**src/core/key_scan_pkg.sv**
```systemverilog
// constants, register map and carrier types of the key matrix scanner
package key_scan_pkg;

  // timing
  localparam int unsigned CLK_PERIOD_NS = 100;
  localparam int unsigned STROBE_TIME_NS = 244000;
  localparam int unsigned TICKS_PER_STROBE = 8;
  localparam int unsigned STROBE_CYCLES = STROBE_TIME_NS / CLK_PERIOD_NS;
  localparam int unsigned SCAN_TICK_CYCLES = STROBE_CYCLES / TICKS_PER_STROBE;
  localparam int unsigned DIV_W = 9;
  localparam logic [DIV_W-1:0] TICK_LAST = DIV_W'(SCAN_TICK_CYCLES - 1);

  // matrix geometry
  localparam int unsigned RET_W = 8;
  localparam int unsigned STROBE_N = 16;
  localparam int unsigned CNT_W = 4;
  localparam int unsigned PHASE_W = 3;
  localparam logic [PHASE_W-1:0] PHASE_LAST = 3'h7;
  localparam logic [PHASE_W-1:0] PHASE_FIRST = 3'h0;

  // apb
  localparam int unsigned ADDR_W = 12;
  localparam int unsigned DATA_W = 32;
  localparam logic [ADDR_W-1:0] ADDR_CTRL = 12'h0f4;
  localparam logic [ADDR_W-1:0] ADDR_SAMPLE = 12'h0f8;
  localparam logic [ADDR_W-1:0] ADDR_IRQ_STAT = 12'h0fc;
  localparam logic [ADDR_W-1:0] ADDR_IRQ_MASK = 12'h100;

  // control register layout
  localparam int unsigned CTRL_OFF_BIT = 7;
  localparam int unsigned CTRL_SEL_MSB = 6;
  localparam int unsigned CTRL_SEL_LSB = 5;
  localparam int unsigned CTRL_CNT_MSB = 3;
  localparam logic [2:0] CTRL_RESET = 3'h4;

  // interrupt status layout
  localparam int unsigned IRQ_W = 2;
  localparam int unsigned IRQ_KEY_BIT = 0;
  localparam int unsigned IRQ_SWEEP_BIT = 1;
  localparam logic [IRQ_W-1:0] IRQ_MASK_RESET = 2'h0;

  // input count selections
  localparam logic [1:0] SEL_TWO = 2'h0;
  localparam logic [1:0] SEL_FOUR = 2'h1;
  localparam logic [1:0] SEL_SIX = 2'h2;
  localparam logic [RET_W-1:0] MASK_TWO = 8'h03;
  localparam logic [RET_W-1:0] MASK_FOUR = 8'h0f;
  localparam logic [RET_W-1:0] MASK_SIX = 8'h3f;
  localparam logic [RET_W-1:0] MASK_ALL = 8'hff;

  typedef struct packed {
    logic scan_off;
    logic [1:0] count_sel;
  } ctrl_t;

  typedef struct packed {
    logic [CNT_W-1:0] counter;
    logic [RET_W-1:0] levels;
  } capture_t;

endpackage

```
**src/core/key_matrix_scanner.sv**
```systemverilog
// key matrix scanner with apb register access
`timescale 1ns/10ps
module key_matrix_scanner (
  input wire logic pclk,
  input wire logic presetn,
  input wire logic psel,
  input wire logic penable,
  input wire logic pwrite,
  input wire logic [key_scan_pkg::ADDR_W-1:0] paddr,
  input wire logic [key_scan_pkg::DATA_W-1:0] pwdata,
  output logic pready,
  output logic [key_scan_pkg::DATA_W-1:0] prdata,
  output logic pslverr,
  input wire logic [key_scan_pkg::RET_W-1:0] key_return_inputs,
  output logic [key_scan_pkg::STROBE_N-1:0] strobe_segment_pins_n,
  input wire logic stop_mode,
  output logic stop_wake_req,
  output logic key_request_flag,
  output logic irq
);

  function automatic logic reg_hit(input logic [key_scan_pkg::ADDR_W-1:0] a);
    logic hit;
    hit = 1'b0;
    if (a == key_scan_pkg::ADDR_CTRL) begin
      hit = 1'b1;
    end else if (a == key_scan_pkg::ADDR_SAMPLE) begin
      hit = 1'b1;
    end else if (a == key_scan_pkg::ADDR_IRQ_STAT) begin
      hit = 1'b1;
    end else if (a == key_scan_pkg::ADDR_IRQ_MASK) begin
      hit = 1'b1;
    end
    return hit;
  endfunction

  function automatic logic [key_scan_pkg::RET_W-1:0] ret_mask(input logic [1:0] sel);
    logic [key_scan_pkg::RET_W-1:0] m;
    case (sel)
      key_scan_pkg::SEL_TWO: m = key_scan_pkg::MASK_TWO;
      key_scan_pkg::SEL_FOUR: m = key_scan_pkg::MASK_FOUR;
      key_scan_pkg::SEL_SIX: m = key_scan_pkg::MASK_SIX;
      default: m = key_scan_pkg::MASK_ALL;
    endcase
    return m;
  endfunction

  key_scan_pkg::ctrl_t ctrl_q;
  key_scan_pkg::ctrl_t ctrl_d;
  key_scan_pkg::capture_t cap_q;
  key_scan_pkg::capture_t cap_d;
  logic [key_scan_pkg::CNT_W-1:0] cnt_q;
  logic [key_scan_pkg::CNT_W-1:0] cnt_d;
  logic [key_scan_pkg::PHASE_W-1:0] phase_q;
  logic [key_scan_pkg::PHASE_W-1:0] phase_d;
  logic [key_scan_pkg::STROBE_N-1:0] strobe_q;
  logic [key_scan_pkg::STROBE_N-1:0] strobe_d;
  logic lock_q;
  logic lock_d;
  logic wake_q;
  logic wake_d;
  logic rd_armed_q;
  logic rd_armed_d;
  logic [key_scan_pkg::IRQ_W-1:0] stat_q;
  logic [key_scan_pkg::IRQ_W-1:0] stat_d;
  logic [key_scan_pkg::IRQ_W-1:0] mask_q;
  logic [key_scan_pkg::IRQ_W-1:0] mask_d;
  logic [key_scan_pkg::IRQ_W-1:0] events;
  logic irq_q;
  logic irq_d;
  logic [key_scan_pkg::DATA_W-1:0] rdata_q;
  logic [key_scan_pkg::DATA_W-1:0] rdata_d;

  logic [key_scan_pkg::RET_W-1:0] ret_levels;
  logic [key_scan_pkg::RET_W-1:0] en_mask;
  logic scan_en;
  logic tick;
  logic advance;
  logic pressed;
  logic detect;
  logic setup;
  logic wr;
  logic rd;
  logic rd_sample;
  logic rd_stat;
  logic [key_scan_pkg::CNT_W-1:0] cnt_view;

  key_return_sync u_sync (
    .pclk(pclk),
    .presetn(presetn),
    .pins(key_return_inputs),
    .levels(ret_levels)
  );

  scan_tick_div u_div (
    .pclk(pclk),
    .presetn(presetn),
    .run(scan_en),
    .tick(tick)
  );

  // scan engine
  always_comb begin
    scan_en = ~ctrl_q.scan_off;
    en_mask = ret_mask(ctrl_q.count_sel);
    // a tick still in flight when scanning stops must not move the counter
    advance = scan_en && tick && (phase_q == key_scan_pkg::PHASE_LAST);
    phase_d = phase_q;
    cnt_d = cnt_q;
    if (!scan_en) begin
      phase_d = key_scan_pkg::PHASE_FIRST;
    end else if (tick) begin
      phase_d = phase_q + 1'b1;
    end
    if (advance) begin
      cnt_d = cnt_q + 1'b1;
    end
  end

  always_comb begin
    // strobe low on the selected segment pin only
    if (scan_en) begin
      strobe_d = ~(key_scan_pkg::STROBE_N'(1) << cnt_d);
    end else begin
      strobe_d = '1;
    end
  end

  // key detection on the synchronised return lines
  always_comb begin
    pressed = |(~ret_levels & en_mask);
    // skip the tick right after a strobe change so the synchronised lines have settled
    detect = scan_en && tick && (phase_q != key_scan_pkg::PHASE_FIRST) && !lock_q && pressed;
  end

  // apb decode and register next values
  always_comb begin
    setup = psel && !penable;
    wr = psel && penable && pwrite;
    rd = psel && penable && !pwrite;
    rd_sample = rd && (paddr == key_scan_pkg::ADDR_SAMPLE);
    rd_stat = rd && (paddr == key_scan_pkg::ADDR_IRQ_STAT);
    events = '0;
    events[key_scan_pkg::IRQ_KEY_BIT] = detect;
    events[key_scan_pkg::IRQ_SWEEP_BIT] = advance && (cnt_q == '1);
  end

  // software writes to control and mask
  always_comb begin
    ctrl_d = ctrl_q;
    mask_d = mask_q;
    if (wr && (paddr == key_scan_pkg::ADDR_CTRL)) begin
      ctrl_d.scan_off = pwdata[key_scan_pkg::CTRL_OFF_BIT];
      ctrl_d.count_sel = pwdata[key_scan_pkg::CTRL_SEL_MSB:key_scan_pkg::CTRL_SEL_LSB];
    end
    if (wr && (paddr == key_scan_pkg::ADDR_IRQ_MASK)) begin
      mask_d = pwdata[key_scan_pkg::IRQ_W-1:0];
    end
  end

  // detection lock and capture
  always_comb begin
    // only a read that started while locked returned the capture, so only it re-arms
    rd_armed_d = rd_armed_q;
    if (setup) begin
      rd_armed_d = lock_q;
    end
    // a detection in the same cycle as the re-arming read wins
    lock_d = lock_q;
    if (detect) begin
      lock_d = 1'b1;
    end else if (rd_sample && rd_armed_q) begin
      lock_d = 1'b0;
    end

    cap_d = cap_q;
    if (detect) begin
      cap_d.counter = cnt_q;
      cap_d.levels = ret_levels | ~en_mask;
    end
  end

  // sticky status, cleared by its read
  always_comb begin
    // only the bits the read returned are cleared; an event after the setup edge survives
    stat_d = (rd_stat ? (stat_q & ~rdata_q[key_scan_pkg::IRQ_W-1:0]) : stat_q) | events;
    irq_d = |(stat_d & mask_d);
  end

  // wake request lives only while the device is stopped
  always_comb begin
    wake_d = wake_q;
    if (detect && stop_mode) begin
      wake_d = 1'b1;
    end else if (!stop_mode) begin
      wake_d = 1'b0;
    end
  end

  // read data is taken in the setup cycle
  always_comb begin
    // counter is frozen in the view while locked so software sees the hit strobe
    cnt_view = lock_q ? cap_q.counter : cnt_q;
    rdata_d = rdata_q;
    if (setup) begin
      rdata_d = '0;
      if (paddr == key_scan_pkg::ADDR_CTRL) begin
        rdata_d[key_scan_pkg::CTRL_OFF_BIT] = ctrl_q.scan_off;
        rdata_d[key_scan_pkg::CTRL_SEL_MSB:key_scan_pkg::CTRL_SEL_LSB] = ctrl_q.count_sel;
        rdata_d[key_scan_pkg::CTRL_CNT_MSB:0] = cnt_view;
      end else if (paddr == key_scan_pkg::ADDR_SAMPLE) begin
        rdata_d[key_scan_pkg::RET_W-1:0] = cap_q.levels;
      end else if (paddr == key_scan_pkg::ADDR_IRQ_STAT) begin
        rdata_d[key_scan_pkg::IRQ_W-1:0] = stat_q;
      end else if (paddr == key_scan_pkg::ADDR_IRQ_MASK) begin
        rdata_d[key_scan_pkg::IRQ_W-1:0] = mask_q;
      end
    end
  end

  always_ff @(posedge pclk or negedge presetn) begin
    if (!presetn) begin
      cnt_q <= '0;
      phase_q <= key_scan_pkg::PHASE_FIRST;
      strobe_q <= '1;
    end else begin
      cnt_q <= cnt_d;
      phase_q <= phase_d;
      strobe_q <= strobe_d;
    end
  end

  always_ff @(posedge pclk or negedge presetn) begin
    if (!presetn) begin
      ctrl_q <= key_scan_pkg::CTRL_RESET;
    end else begin
      ctrl_q <= ctrl_d;
    end
  end

  always_ff @(posedge pclk or negedge presetn) begin
    if (!presetn) begin
      cap_q <= '1;
      lock_q <= 1'b0;
      rd_armed_q <= 1'b0;
    end else begin
      cap_q <= cap_d;
      lock_q <= lock_d;
      rd_armed_q <= rd_armed_d;
    end
  end

  always_ff @(posedge pclk or negedge presetn) begin
    if (!presetn) begin
      wake_q <= 1'b0;
    end else begin
      wake_q <= wake_d;
    end
  end

  always_ff @(posedge pclk or negedge presetn) begin
    if (!presetn) begin
      stat_q <= '0;
      mask_q <= key_scan_pkg::IRQ_MASK_RESET;
      irq_q <= 1'b0;
    end else begin
      stat_q <= stat_d;
      mask_q <= mask_d;
      irq_q <= irq_d;
    end
  end

  always_ff @(posedge pclk or negedge presetn) begin
    if (!presetn) begin
      rdata_q <= '0;
    end else begin
      rdata_q <= rdata_d;
    end
  end

  // zero wait states: read data is captured in the setup cycle
  assign pready = 1'b1;
  assign pslverr = psel && penable && !reg_hit(paddr);
  assign prdata = rdata_q;
  assign strobe_segment_pins_n = strobe_q;
  assign key_request_flag = lock_q;
  assign stop_wake_req = wake_q;
  assign irq = irq_q;

endmodule

```
**src/core/scan_tick_div.sv**
```systemverilog
// divider producing the one-cycle scan clock enable
`timescale 1ns/10ps
module scan_tick_div (
  input wire logic pclk,
  input wire logic presetn,
  input wire logic run,
  output logic tick
);

  logic [key_scan_pkg::DIV_W-1:0] div_q;
  logic [key_scan_pkg::DIV_W-1:0] div_d;
  logic tick_q;
  logic tick_d;

  always_comb begin
    div_d = div_q;
    tick_d = 1'b0;
    if (!run) begin
      div_d = '0;
    end else if (div_q == key_scan_pkg::TICK_LAST) begin
      div_d = '0;
      tick_d = 1'b1;
    end else begin
      div_d = div_q + 1'b1;
    end
  end

  always_ff @(posedge pclk or negedge presetn) begin
    if (!presetn) begin
      div_q <= '0;
      tick_q <= 1'b0;
    end else begin
      div_q <= div_d;
      tick_q <= tick_d;
    end
  end

  assign tick = tick_q;

endmodule

```
**src/core/key_return_sync.sv**
```systemverilog
// two-stage synchronisers for the key return pins
`timescale 1ns/10ps
module key_return_sync (
  input wire logic pclk,
  input wire logic presetn,
  input wire logic [key_scan_pkg::RET_W-1:0] pins,
  output logic [key_scan_pkg::RET_W-1:0] levels
);

  genvar i;
  generate
    for (i = 0; i < key_scan_pkg::RET_W; i++) begin : g_sync
      logic meta_q;
      logic sync_q;
      // idle level of a return line is high (no key)
      always_ff @(posedge pclk or negedge presetn) begin
        if (!presetn) begin
          meta_q <= 1'b1;
          sync_q <= 1'b1;
        end else begin
          meta_q <= pins[i];
          sync_q <= meta_q;
        end
      end
      assign levels[i] = sync_q;
    end
  endgenerate

endmodule

```
**config.mk**
```make
export PLATFORM = sky130hd
export DESIGN_NAME = key_matrix_scanner
export DESIGN_NICKNAME = d
export VERILOG_FILES = /design/src/core/key_scan_pkg.sv /design/src/core/key_matrix_scanner.sv /design/src/core/scan_tick_div.sv /design/src/core/key_return_sync.sv
export SDC_FILE = /design/constraint.sdc
export NUM_CORES = 1
export LEC_CHECK = 0
export CAP_MARGIN = 20
export CORE_MARGIN = 3
export CORE_UTILIZATION = 48
export DETAILED_ROUTE_END_ITERATION = 8
export DONT_BUFFER_PORTS = 1
export GPL_TIMING_DRIVEN = 0
export PLACE_DENSITY_LB_ADDON = 0.12
export SLEW_MARGIN = 20
export SYNTH_ARGS = -nofsm -noshare
export SYNTH_HDL_FRONTEND = slang
export SYNTH_HIERARCHICAL = 1
export SYNTH_SLANG_ARGS = --single-unit
```
**constraint.sdc**
```tcl
create_clock -name pclk -period 1.9 [get_ports pclk]
set_input_delay 0.095 -clock pclk [delete_from_list [all_inputs] [get_ports pclk]]
set_output_delay 0.095 -clock pclk [all_outputs]
set_load 0.02 [all_outputs]
```
---- Word-level counts from Yosys, hierarchy flattened ----
Index checks and enable logic that the tools add are counted.
storage, ports and cells
  output and inout port bits .............. 53
  word-level logic and storage cells ...... 110
  bits in registers ....................... 80
cells by class
  equal/unequal tests ..................... 10
  add/sub/neg operators ................... 3
  shifts and indexed selects .............. 1
  bitwise operators ....................... 10
  muxes and demuxes ....................... 27
  reductions and logical operators ........ 27
operators by type and width
  kind                                                                     number
  12-bit by 8-bit equality test with 1-bit output (second input constant)  3
  8-bit case mux with 3 select lines                                       1
  9-bit two-way mux                                                        2
  1-bit logical AND                                                        17
  16-bit two-way mux                                                       1
  16-bit inverter                                                          1
  8-bit inverter                                                           2
  1-bit by 4-bit left shift with 16-bit output (first input constant)      1
  12-bit by 9-bit equality test with 1-bit output (second input constant)  1
  4-bit two-way mux                                                        3
  1-bit two-way mux                                                        11
  2-bit two-way mux                                                        5
  9-bit by 1-bit adder with 9-bit output (second input constant)           1
  9-bit equality test (second input constant)                              1
  3-bit two-way mux                                                        3
  8-bit bitwise AND                                                        1
  8-bit bitwise OR                                                         1
  8-bit OR reduction                                                       1
  6-bit two-way mux                                                        1
  4-bit by 1-bit adder with 4-bit output (second input constant)           1
  2-bit bitwise AND                                                        2
  4-bit equality test (second input constant)                              1
  1-bit zero test                                                          4
  2-bit nonzero test                                                       2
  other kinds (11)                                                         11

---- Longest topological paths before layout ----
Gate-level depths: netlist (run 1).
  word-level depth ........................ 8
  mapped depth ............................ 8
  mapped depth without buffers ............ 7

---- By module ----
The synthesis (run 1) kept the hierarchy.
modules (own cells, without submodules)
  module              seq. area each (µm²)  times used  cells each  area an instance (µm²)
  key_matrix_scanner  1387.6                1           247         2790.2
  key_return_sync     420.4                 1           24          480.5
  scan_tick_div       250.2                 1           46          473.0

---- Worst setup path before layout (run 1) ----
OpenSTA, ideal clock, no wires.
  path type ............................... reg-to-reg
  start ................................... register u_sync.g_sync[3].sync_q
  end ..................................... register irq_q (netlist: irq)
  arrival time ............................ 1.628 ns
  period minus slack after synthesis ...... 1.749 ns
  library setup time ...................... 0.121 ns
  path buffers ............................ 1
  data required time ...................... 1.779 ns
  stages on the path, launching flop included .. 7
  setup slack ............................. 0.151 ns
  path through ............................ dfstp_2 > buf_4 > nand2_1 > o31ai_1 > a41oi_4 > a21o_1 > a22o_1
on the way
  cells in the longest elaborated chain, start to end .. 7
RTL lines
  item                      RTL line                   text
  start: declaration        key_return_sync.sv:14      logic sync_q;
  start signal: assignment  key_return_sync.sv:22      sync_q <= meta_q;
  8-bit inverter            key_matrix_scanner.sv:131  pressed = |(~ret_levels & en_mask);
  8-bit bitwise AND         key_matrix_scanner.sv:131
  8-bit OR reduction        key_matrix_scanner.sv:131
  1-bit logical AND         key_matrix_scanner.sv:133  detect = scan_en && tick && (phase_q != key_scan_pkg::PHASE_FIRST) && !lock_q && pressed;
  2-bit bitwise OR          key_matrix_scanner.sv:186  stat_d = (rd_stat ? (stat_q & ~rdata_q[key_scan_pkg::IRQ_W-1:0]) : stat_q) | events;
  net stat_d (one bit)      key_matrix_scanner.sv:65   logic [key_scan_pkg::IRQ_W-1:0] stat_d;
  2-bit bitwise AND         key_matrix_scanner.sv:187  irq_d = |(stat_d & mask_d);
  2-bit OR reduction        key_matrix_scanner.sv:187
  net irq_d                 key_matrix_scanner.sv:70   logic irq_d;
  end signal: assignment    key_matrix_scanner.sv:269  irq_q <= irq_d;
  end: declaration          key_matrix_scanner.sv:69   logic irq_q;
The timed path passes the listed nets, and every way through them passes these cells.
A chain may end at the register's enable or synchronous reset.

---- Worst setup path in the final report (run 1) ----
  start ................................... register phase_q[0] in the netlist's numbering
  end ..................................... register irq_q (netlist: irq)
on the way
  cells in the longest elaborated chain, start to end .. 7
  elaborated cells between the ends (all ways) .. 10
  those cells by class .................... eq/ne: 1; bitwise: 2; reduce/logical: 7
RTL lines
  item                             RTL line                   text
  start: declaration               key_matrix_scanner.sv:54   logic [key_scan_pkg::PHASE_W-1:0] phase_q;
  start signal: assignment         key_matrix_scanner.sv:224  phase_q <= key_scan_pkg::PHASE_FIRST;
  start signal: assignment         key_matrix_scanner.sv:228  phase_q <= phase_d;
  3-bit nonzero test               key_matrix_scanner.sv:133
  1-bit logical AND (3 in series)  key_matrix_scanner.sv:133
  2-bit bitwise OR                 key_matrix_scanner.sv:186
  net stat_d (one bit)             key_matrix_scanner.sv:65
  2-bit bitwise AND                key_matrix_scanner.sv:187
  2-bit OR reduction               key_matrix_scanner.sv:187
  net irq_d                        key_matrix_scanner.sv:70
The timed path passes the listed nets, and every way through them passes these cells.

==> flow_metrics.tcl, run 1 <==
set metrics [dict create \
    track_usage_pct 15.5 \
    post-route-cell-area_um2 4440 \
    antenna_violating_nets_post_route 0 \
    synthTopCellsByArea "sky130_fd_sc_hd__dfstp_2, sky130_fd_sc_hd__dfrtp_1, sky130_fd_sc_hd__buf_4" \
    n_fill_cell 632 \
    detail_route.wirelength_um 6510 \
    ys_ff_latch 80 \
    totalPowerFinal_mw 3.43 \
    most_frequent_standard_cell_in_the_layout_excluding_fill_and_tap_cells "sky130_fd_sc_hd__dfstp_2" \
    seqCellArea_um2 2060 \
    grt_max_degree 81 \
    dpl.hpwl_um 4570 \
    netlist-cell-type-count 58 \
    floorplan.initialDensity_pct 50.5 \
    setup_viol_count_final 0 \
    cts_made_buffers 9 \
    crit_path_start_kind "register" \
    totalNegativeSetupSlack_ns 0 \
    dominantRegCellSynth "sky130_fd_sc_hd__dfstp_2" \
    crit_fanout 6 \
    drt_pass1_iterations 6 \
    post_synth_edffs 0 \
    multi_input_logic_area_um2 1450 \
    type_of_destination_of_the_critical_path "register" \
    core_area_um2 7410 \
    hold-worst-slack_ns 0.0134 \
    top_level_ports 111 \
    post_synth_inst_count 317 \
    cts.path.max_buffers 2 \
    layout.nets 439 \
    drt-vias-per-instance 4.88 \
    clock_insertion_delay_worst_skew_ns 0.34 \
    netlist_area_um2 3740 \
    antenna_found_initial 0 \
    grt_pass1_vias 2247 \
    cell_type_with_the_largest_total_area_after_synthesis "sky130_fd_sc_hd__dfstp_2" \
    placement.setup.worst_slack_ns -0.0980 \
    drive_above_1_share_pct 37.9 \
    power-per-cell-area_nw_per_um2 772 \
    synthesis.area_per_instance_um2 11.8 \
    tightestPinTransition_ns 0.492 \
    antenna_cells 0 \
    post-route-drc-count 0 \
    run_status "finished, final reports clean" \
    tritoncts "yes" \
    finalCriticalPeriod_ns 1.79 \
    critPathArrivalTime_ns 2.01 \
    vertical_extent_of_the_die_um 94.3 \
    achievable_freq_mhz 559 \
    rsz0062_at_grt "no" \
    cts.htree.levels 3 \
    fin_ws_ns 0.111 \
    place.port_buffers 0 \
    mostFrequentLayoutCells "sky130_fd_sc_hd__dfstp_2, sky130_fd_sc_hd__buf_4, sky130_fd_sc_hd__nand2_1, sky130_fd_sc_hd__dfrtp_1, sky130_fd_sc_hd__conb_1" \
    maxSlewViolCount 0 \
    root_buffer "sky130_fd_sc_hd__clkbuf_8" \
    dieArea_um2 8890 \
    avgRoutedWirePerCell_um 13.6 \
    clkTransAtPathRegs_ns 0.08 \
    min_path_type "input port to register" \
    timing.setup.critical_path_class "register to register" \
    vdd_ir_drop_max_mv 0.412 \
    synth_warnings 6 \
    fin_skew_ns 0.0114 \
    synth_top_cell_area_share_pct 31.6 \
    p_leak_nw 1.97 \
    detailedRoute.firstIterationViolations 92 \
    async_flop_share_pct 100 \
    placement_row_count 31 \
    timing.max_cap.violations 0 \
    vias 2339 \
    finalHoldViolations 0 \
    clock_sink_count 80 \
    dpl_cell_area_um2 3950 \
    synth_sequential_area_ratio_pct 55.0 \
    die_x_um 94.3 \
    layout_worst_path_cycle_share_pct 94.1 \
    place_congestion 0.778 \
    crit_required_ns 2.12 \
    flow.area_growth_from_synthesis_pct 18.6 \
    grt_first_pass_wirelength_um 10700 \
    grt-ovfl-total 0 \
    max-slew-margin-rel_pct 66.9 \
]
[cells by family after synthesis]
| group | count (synthesis) | share of synthesized area (%) |
|---|---|---|
| compound gates | 45 | 9.02 |
| fa+ha+maj | 6 | 2.01 |
| mux | 20 | 5.88 |
| other cells | 2 | 0.201 |
| flops | 80 | 55.0 |
| buf+inv | 52 | 9.46 |
| simple gates | 104 | 16.1 |
| xor+xnor | 8 | 2.37 |
[sequential cells by signal (all words and copies together), names as in the netlist]
name / count
phase_q: 3
cap_q: 12
stat_q: 2
u_div/div_q: 9
mask_q: 2
u_sync/g_sync.sync_q: 8
cnt_q: 4
prdata: 8
key_request_flag: 1
irq: 1
stop_wake_req: 1
ctrl_q: 3
strobe_segment_pins_n: 16
rd_armed_q: 1
u_sync/g_sync.meta_q: 8
u_div/tick: 1
[final timing paths]
path | startpoint | endpoint | slack [ns] | cells past startpoint
max | phase_q[0] | irq | 0.11 | 8
min | psel | key_request_flag | 0.01 | 3
max reg2reg | phase_q[0] | irq | 0.11 | 8
min reg2reg | u_sync/g_sync[2].meta_q | u_sync/g_sync[2].sync_q | 0.36 | 0
max in group asynchronous | presetn | strobe_segment_pins_n[15] | 1.24 | 2
min in group asynchronous | presetn | ctrl_q[0] | 0.29 | 2
[repair_timing]
item / CTS / global route
gates resized for setup: 2 / 8
endpoints found under the hold margin: 96 / 80
hold buffers: 16 / 2
pin swaps: 1 / 3
buffers inserted: 1 / 5
setup endpoints to repair: 13 / 23
[cells in the mapped netlist (2+ instances only)]
cell type	instances
sky130_fd_sc_hd__nand4b_1	3
sky130_fd_sc_hd__ha_1	6
sky130_fd_sc_hd__a22o_1	3
sky130_fd_sc_hd__conb_1	2
sky130_fd_sc_hd__clkbuf_1	3
sky130_fd_sc_hd__o311ai_0	2
sky130_fd_sc_hd__nor3_1	5
sky130_fd_sc_hd__o31ai_1	2
sky130_fd_sc_hd__nand4_4	2
sky130_fd_sc_hd__xor2_1	4
sky130_fd_sc_hd__o21ai_0	10
sky130_fd_sc_hd__dfrtp_1	35
sky130_fd_sc_hd__or3_1	4
sky130_fd_sc_hd__a31oi_1	2
sky130_fd_sc_hd__nand3b_1	2
sky130_fd_sc_hd__mux2i_1	4
sky130_fd_sc_hd__nand4_1	3
sky130_fd_sc_hd__nand3_1	9
sky130_fd_sc_hd__buf_4	35
sky130_fd_sc_hd__dfstp_2	45
sky130_fd_sc_hd__o21ai_1	2
sky130_fd_sc_hd__nor3b_4	2
sky130_fd_sc_hd__a21oi_1	7
sky130_fd_sc_hd__o32a_2	2
sky130_fd_sc_hd__nand2_1	36
sky130_fd_sc_hd__clkbuf_8	2
sky130_fd_sc_hd__mux2_2	16
sky130_fd_sc_hd__nor2_1	21
sky130_fd_sc_hd__nand2b_1	4
sky130_fd_sc_hd__o211ai_1	2
sky130_fd_sc_hd__a22oi_1	5
sky130_fd_sc_hd__xnor2_1	3
sky130_fd_sc_hd__inv_1	9
[per-layer routing]
layer  vias to the layer above  track usage, %  share of wire, %
met3                         6            5.29               6.2
met5                         -               0                 0
met4                         0            5.05               1.0
li1                       1143               -                 -
met1                      1119            21.0                47
met2                        71            23.3                46
[power breakdown]
part / leakage [nW] / internal (mW) / switching (mW)
clock: 0.105 / 0.632 / 0.605
combinational: 0.920 / 0.142 / 0.171
sequential: 0.940 / 1.80 / 0.0812
total: 1.97 / 2.57 / 0.857
[metrics by stage]
step / instances / util [%]
floorplan: 340 / -
global placement: 439 / 53.4
detailed placement: 439 / 53.4
CTS: 472 / 58.5
global route: 479 / 59.9
finish: 479 / 59.9
[critical path, cell delays in order, from the launching register on]
cell and delay, ns:
sky130_fd_sc_hd__dfrtp_1 0.41, sky130_fd_sc_hd__inv_1 0.07, sky130_fd_sc_hd__ha_1 0.13, sky130_fd_sc_hd__or2b_2 0.28, sky130_fd_sc_hd__nand4b_1 0.19, sky130_fd_sc_hd__a41oi_4 0.05
sky130_fd_sc_hd__buf_6 0.16, sky130_fd_sc_hd__a21o_1 0.17, sky130_fd_sc_hd__a22o_1 0.23
[layout make-up]
| class | count | area share (%) |
|---|---|---|
| Sequential cell | 80 | 46.4 |
| Clock buffer | 13 | 4.06 |
| Multi-Input combinational cell | 208 | 32.7 |
| Clock inverter | 3 | 0.507 |
| Buffer | 42 | 7.21 |
| Inverter | 10 | 0.873 |
| Timing Repair Buffer | 24 | 5.55 |
| Tap cell | 99 | 2.79 |
Note: power is estimated with default switching activity, not from simulation.
==> inputs of run 2 (changes only) <==
- CORE_MARGIN: 3 -> 5
- MAX_ROUTING_LAYER: unset -> met4
==> run 2 against run 1 <==
  * Combinational power is 2% higher
  * Final cell count stayed put
  * Power is 2.1% higher
  * Critical endpoint is now cap_q[0]
==> flow_metrics.tcl, run 2 (synthesized netlist as in run 1, its figures left out) <==
set metrics [dict create \
    finalCriticalPeriod_ns 1.79 \
    track_usage_pct 14.8 \
    post-route-util_pct 58.0 \
    grt-ovfl-total 0 \
    grt_max_degree 81 \
    critPathArrivalTime_ns 2.06 \
    totalNegativeSetupSlack_ns 0 \
    clock_insertion_delay_worst_skew_ns 0.34 \
    drt-vias-per-instance 4.94 \
    vias 2366 \
    switching_share_pct 25.3 \
    totalPowerFinal_mw 3.50 \
    p_leak_nw 1.95 \
    root_buffer "sky130_fd_sc_hd__clkbuf_8" \
    most_frequent_standard_cell_in_the_layout_excluding_fill_and_tap_cells "sky130_fd_sc_hd__dfstp_2" \
    run_status "finished, final reports clean" \
    crit_fanout 4 \
    vdd_ir_drop_max_mv 0.546 \
    drt_pass1_iterations 4 \
    power.net_switching_mw 0.885 \
    comb_power_share_pct 9.1 \
    post-route-drc-count 0 \
    detail_route.wirelength_um 6710 \
    min-delay-start "psel" \
    critical_path.startpoint "phase_q[0]" \
    timing.critical_path.slowest_stage_cell "sky130_fd_sc_hd__dfrtp_1" \
    timing.setup.critical_path_class "register to register" \
    maxSlewViolCount 0 \
    crit_required_ns 2.17 \
    tritoncts "yes" \
    crit-reg2reg-launch "phase_q[0]" \
    setup_viol_count_final 0 \
    timing.max_cap.violations 0 \
    layout.nets 436 \
    avgRoutedWirePerCell_um 14.0 \
    clock_sink_count 80 \
    floorplan.initialDensity_pct 49.0 \
    dieArea_um2 9660 \
    antenna_found_initial 0 \
    grt_first_pass_wirelength_um 11300 \
    mostFrequentLayoutCells "sky130_fd_sc_hd__dfstp_2, sky130_fd_sc_hd__nand2_1, sky130_fd_sc_hd__buf_4, sky130_fd_sc_hd__dfrtp_1, sky130_fd_sc_hd__conb_1" \
    drive_above_1_share_pct 37.4 \
    flow.area_growth_from_synthesis_pct 18.4 \
    core_area_um2 7650 \
    p_clk_share_pct 37.2 \
    cells_along_the_critical_path "inv_1 -> ha_1 -> or2b_2 -> nand4b_1 -> a41oi_2 -> mux2_2" \
    type_of_destination_of_the_critical_path "register" \
    power-per-cell-area_nw_per_um2 790 \
    cts_made_buffers 9 \
    finalHoldViolations 0 \
    place.port_buffers 0 \
    fin_skew_ns 0.00831 \
    antenna_cells 0 \
    seq_power_share_pct 53.7 \
    dpl.hpwl_um 4620 \
    vertical_extent_of_the_die_um 98.3 \
    top_level_ports 111 \
    placement_row_count 32 \
    max_stage_delay_ns 0.38 \
    place_congestion 0.802 \
    crit_path_start_kind "register" \
    clkTransAtPathRegs_ns 0.08 \
    met2RoutedLength_um 3040 \
    m1WireLength_um 3150 \
    met3WireLength_um 415 \
    r2r_setup_slack_ns 0.11 \
    layout_worst_path_cycle_share_pct 94.2 \
    cts.htree.levels 3 \
    cellInternalPower_mw 2.62 \
    antenna_violating_nets_post_route 0 \
    rsz0062_at_grt "yes" \
    n_fill_cell 642 \
    min_path_type "input port to register" \
    top_signal_layer_used "met4" \
    number_of_flip_flops_in_the_largest_register 16 \
    grt_pass1_vias 2400 \
    detailedRoute.firstIterationViolations 65 \
    achievable_freq_mhz 559 \
    die_x_um 98.3 \
    cts.path.max_buffers 2 \
]
==> run 2: layer usage <==
metal	GRT usage, %	vias to the layer above
li1	-	1144
met1	19.1	1143
met2	22.7	69
met3	3.86	10
met4	5.36	0
met5	-	-
==> run 2: worst max-delay path: cells and delay by family, from the launching register on <==
kind / cells / cell delay (ns)
AO/OA/AOI/OAI: 1 / 0.38
buffers and inverters: 1 / 0.05
flip-flops: 1 / 0.38
multiplexers: 1 / 0.37
AND/OR/NAND/NOR: 2 / 0.36
adder cells (fa/ha/maj): 1 / 0.18
==> run 2: metrics by stage <==
step / instance area (µm²) / instances / hold slack, ns / worst slack, ns
floorplan: 3830 / 340 / -0.201 / 0.151
global placement: 3960 / 442 / -0.198 / -0.0863
detailed placement: 3960 / 442 / -0.198 / -0.0800
CTS: 4350 / 475 / -0.583 / -0.0120
global route: 4430 / 479 / 0.0284 / -0.00404
finish: 4430 / 479 / 0.0165 / 0.110
==> run 2: timing repair <==
item	4_1_cts	5_1_grt
hold buffers	16	2
setup buffers	1	1
pin swaps	0	2
endpoints found under the setup margin	10	27
endpoints found under the hold margin	96	80
cloned	0	1
resized for setup	1	8
==> run 2: final cells by class <==
| type | count | area, µm² | share of cell area, % |
|---|---|---|---|
| Multi-Input combinational cell | 209 | 1450 | 32.8 |
| Timing Repair Buffer | 20 | 213 | 4.80 |
| Tap cell | 102 | 128 | 2.88 |
| Clock buffer | 12 | 188 | 4.23 |
| Sequential cell | 80 | 2060 | 46.4 |
| Clock inverter | 4 | 30.0 | 0.678 |
| Buffer | 42 | 320 | 7.23 |
| Inverter | 10 | 41.3 | 0.932 |
==> run 2: power groups by stage <==
stage / clock [mW] / sequential (mW) / combinational [mW]
after detailed placement: 0 / 1.91 / 0.247
final: 1.30 / 1.88 / 0.318
after global routing: 1.42 / 1.90 / 0.369
after global placement: 0 / 1.90 / 0.237
after floorplan: 0 / 1.89 / 0.222
after CTS: 1.34 / 1.88 / 0.276
==> run 2: final timing paths <==
path                                             to  cells past startpoint
min in group asynchronous                 ctrl_q[0]                      2
hold / removal                     key_request_flag                      3
setup / recovery                           cap_q[0]                      6
max in group asynchronous  strobe_segment_pins_n[6]                      2
hold reg to reg             u_sync/g_sync[3].sync_q                      0
setup reg to reg                           cap_q[0]                      6
==> inputs of run 3 (changes only) <==
- CELL_PAD_IN_SITES_DETAIL_PLACEMENT: unset -> 1
- CELL_PAD_IN_SITES_GLOBAL_PLACEMENT: unset -> 2
- CORE_UTILIZATION: 48 -> 40
==> run 3 against run 2 <==
  * Flip-flop and latch count stayed put
  * Critical path type unchanged
  * Final cell count is 2.9% higher
  * Via count is 1.1% higher
  * Critical endpoint is now stop_wake_req
  * Clock power is 10% lower
  * Register-to-register slack worse by 0.06 ns
  * Combinational power hardly changed
  * First-iteration DRC count is 15% higher
  * Utilization is 9.3 points lower
  * Clock skew is 0.0026 ns higher
  * Global-route usage is 0.64 points lower
==> flow_metrics.tcl, run 3 (synthesized netlist as in run 1, its figures left out) <==
set metrics [dict create \
    run_status "finished, final reports clean" \
    vertical_extent_of_the_die_um 107 \
    avgRoutedWirePerCell_um 15.3 \
    root_buffer "sky130_fd_sc_hd__clkbuf_8" \
    min_path_type "input port to register" \
    vdd_ir_drop_max_mv 0.411 \
    crit-reg2reg-launch "u_sync/g_sync[3].sync_q" \
    drt_pass1_iterations 4 \
    critPathArrivalTime_ns 2.10 \
    r2r_setup_slack_ns 0.05 \
    fin_ws_ns 0.0502 \
    path_buf_inv 3 \
    grt_first_pass_wirelength_um 12500 \
    track_usage_pct 14.2 \
    crit_fanout 6 \
    cts.path.max_buffers 2 \
    grt_max_degree 81 \
    hold-worst-slack_ns 0.0195 \
    fin_skew_ns 0.0109 \
    detail_route.wirelength_um 7540 \
    drive_above_1_share_pct 38.7 \
    power-per-cell-area_nw_per_um2 754 \
    cts_made_buffers 9 \
    vias 2391 \
    clock_sink_count 80 \
    mostFrequentLayoutCells "sky130_fd_sc_hd__dfstp_2, sky130_fd_sc_hd__buf_4, sky130_fd_sc_hd__nand2_1, sky130_fd_sc_hd__dfrtp_1, sky130_fd_sc_hd__conb_1" \
    detailedRoute.firstIterationViolations 75 \
    cts.htree.levels 3 \
    crit_path_start_kind "register" \
    post-route-util_pct 48.7 \
    instances_no_fill 493 \
    achievable_freq_mhz 541 \
    type_of_destination_of_the_critical_path "register" \
    place_congestion 0.751 \
    min-delay-start "psel" \
    p_leak_nw 1.96 \
    place.port_buffers 0 \
    critical_path.reg2reg.endpoint "stop_wake_req" \
    timing.max_cap.violations 0 \
    antenna_cells 0 \
    layout.nets 441 \
    maxSlewViolCount 0 \
    die_x_um 107 \
    grt-ovfl-total 0 \
    worstHoldEndpoint "key_request_flag" \
    timing.setup.critical_path_class "register to register" \
    finalCriticalPeriod_ns 1.85 \
    post-route-cell-area_um2 4480 \
    totalNegativeSetupSlack_ns 0 \
    clock_insertion_delay_worst_skew_ns 0.35 \
    antenna_violating_nets_post_route 0 \
    timing.critical_path.slowest_stage_cell "sky130_fd_sc_hd__dfstp_2" \
    totalPowerFinal_mw 3.37 \
    core_area_um2 9200 \
    worst_hold_path.num_cells 3 \
    post-route-drc-count 0 \
    max-slew-margin-rel_pct 64.7 \
    most_frequent_standard_cell_in_the_layout_excluding_fill_and_tap_cells "sky130_fd_sc_hd__dfstp_2" \
    drt-vias-per-instance 4.85 \
    cpLargestDelayFamily "compound AO/OA/AOI/OAI gates" \
    placement.setup.worst_slack_ns -0.0830 \
    flow.area_growth_from_synthesis_pct 19.6 \
    tritoncts "yes" \
    crit_required_ns 2.15 \
    floorplan.initialDensity_pct 40.7 \
    dieArea_um2 11400 \
    cells_along_the_critical_path "buf_4 -> nand2_1 -> o31ai_4 -> buf_4 -> a41oi_4 -> buf_2 -> o21a_1" \
    layout_worst_path_cycle_share_pct 97.4 \
    antenna_found_initial 0 \
    dpl.hpwl_um 5250 \
    grt_pass1_vias 2523 \
    top_level_ports 111 \
    clkTransAtPathRegs_ns 0.09 \
    worst_path_most_repeated_cell "sky130_fd_sc_hd__buf_4" \
    placed_cells_incl_taps 451 \
    setup_viol_count_final 0 \
    timing.reg2reg.worst_path_depth 7 \
    dpl_cell_area_um2 3970 \
    max_stage_delay_ns 0.52 \
    tightestPinTransition_ns 0.524 \
    number_of_flip_flops_in_the_largest_register 16 \
    placement_row_count 35 \
    finalHoldViolations 0 \
]
-- run 3: timing repair --
action                                  CTS  global route
endpoints found under the setup margin   14            16
resized for setup                         2            12
pin swaps                                 0             4
endpoints found under the hold margin    96             0
cloned                                    1             1
setup buffers                             3             3
hold buffers                             18             0
-- run 3: how the worst max path moves through the flow --
stage                            start            end  cells after the start
6_report       u_sync/g_sync[3].sync_q  stop_wake_req                      7
5_1_grt        u_sync/g_sync[3].sync_q       cap_q[5]                      7
4_1_cts        u_sync/g_sync[4].sync_q            irq                      6
3_5_place_dp   u_sync/g_sync[2].sync_q            irq                      6
3_3_place_gp   u_sync/g_sync[3].sync_q            irq                      6
2_1_floorplan  u_sync/g_sync[3].sync_q            irq                      6
-- run 3: worst reg2reg max path: cells and delay by family, from the launching register on --
kind | cells | cell delay, ns
buffers and inverters | 3 | 0.47
AND/OR/NAND/NOR | 1 | 0.10
AO/OA/AOI/OAI | 3 | 0.66
flip-flops | 1 | 0.52
-- run 3: final cells by class --
| type | instances | area (µm²) |
|---|---|---|
| fill | 986 | 4720 |
| sequential | 80 | 2060 |
| multi-input combinational | 209 | 1480 |
| buffer | 42 | 320 |
| timing repair buffer | 25 | 255 |
| tap | 111 | 139 |
| clock buffer | 10 | 138 |
| clock inverter | 6 | 47.5 |
| inverter | 10 | 41.3 |
-- run 3: per-layer routing --
metal,wire length (µm),GRT usage [%],vias up
met4,110,4.93,0
met1,3490,18.5,1159
met5,0,-,-
li1,-,-,1156
met2,3510,21.6,65
met3,429,3.67,11
-- run 3: report_power, final --
part | total [mW] | leakage, nW | switching [mW] | internal (mW)
registers | 1.88 | 0.940 | 0.0844 | 1.80
clock network | 1.17 | 0.0981 | 0.646 | 0.526
logic | 0.321 | 0.926 | 0.178 | 0.143
total | 3.37 | 1.96 | 0.908 | 2.47
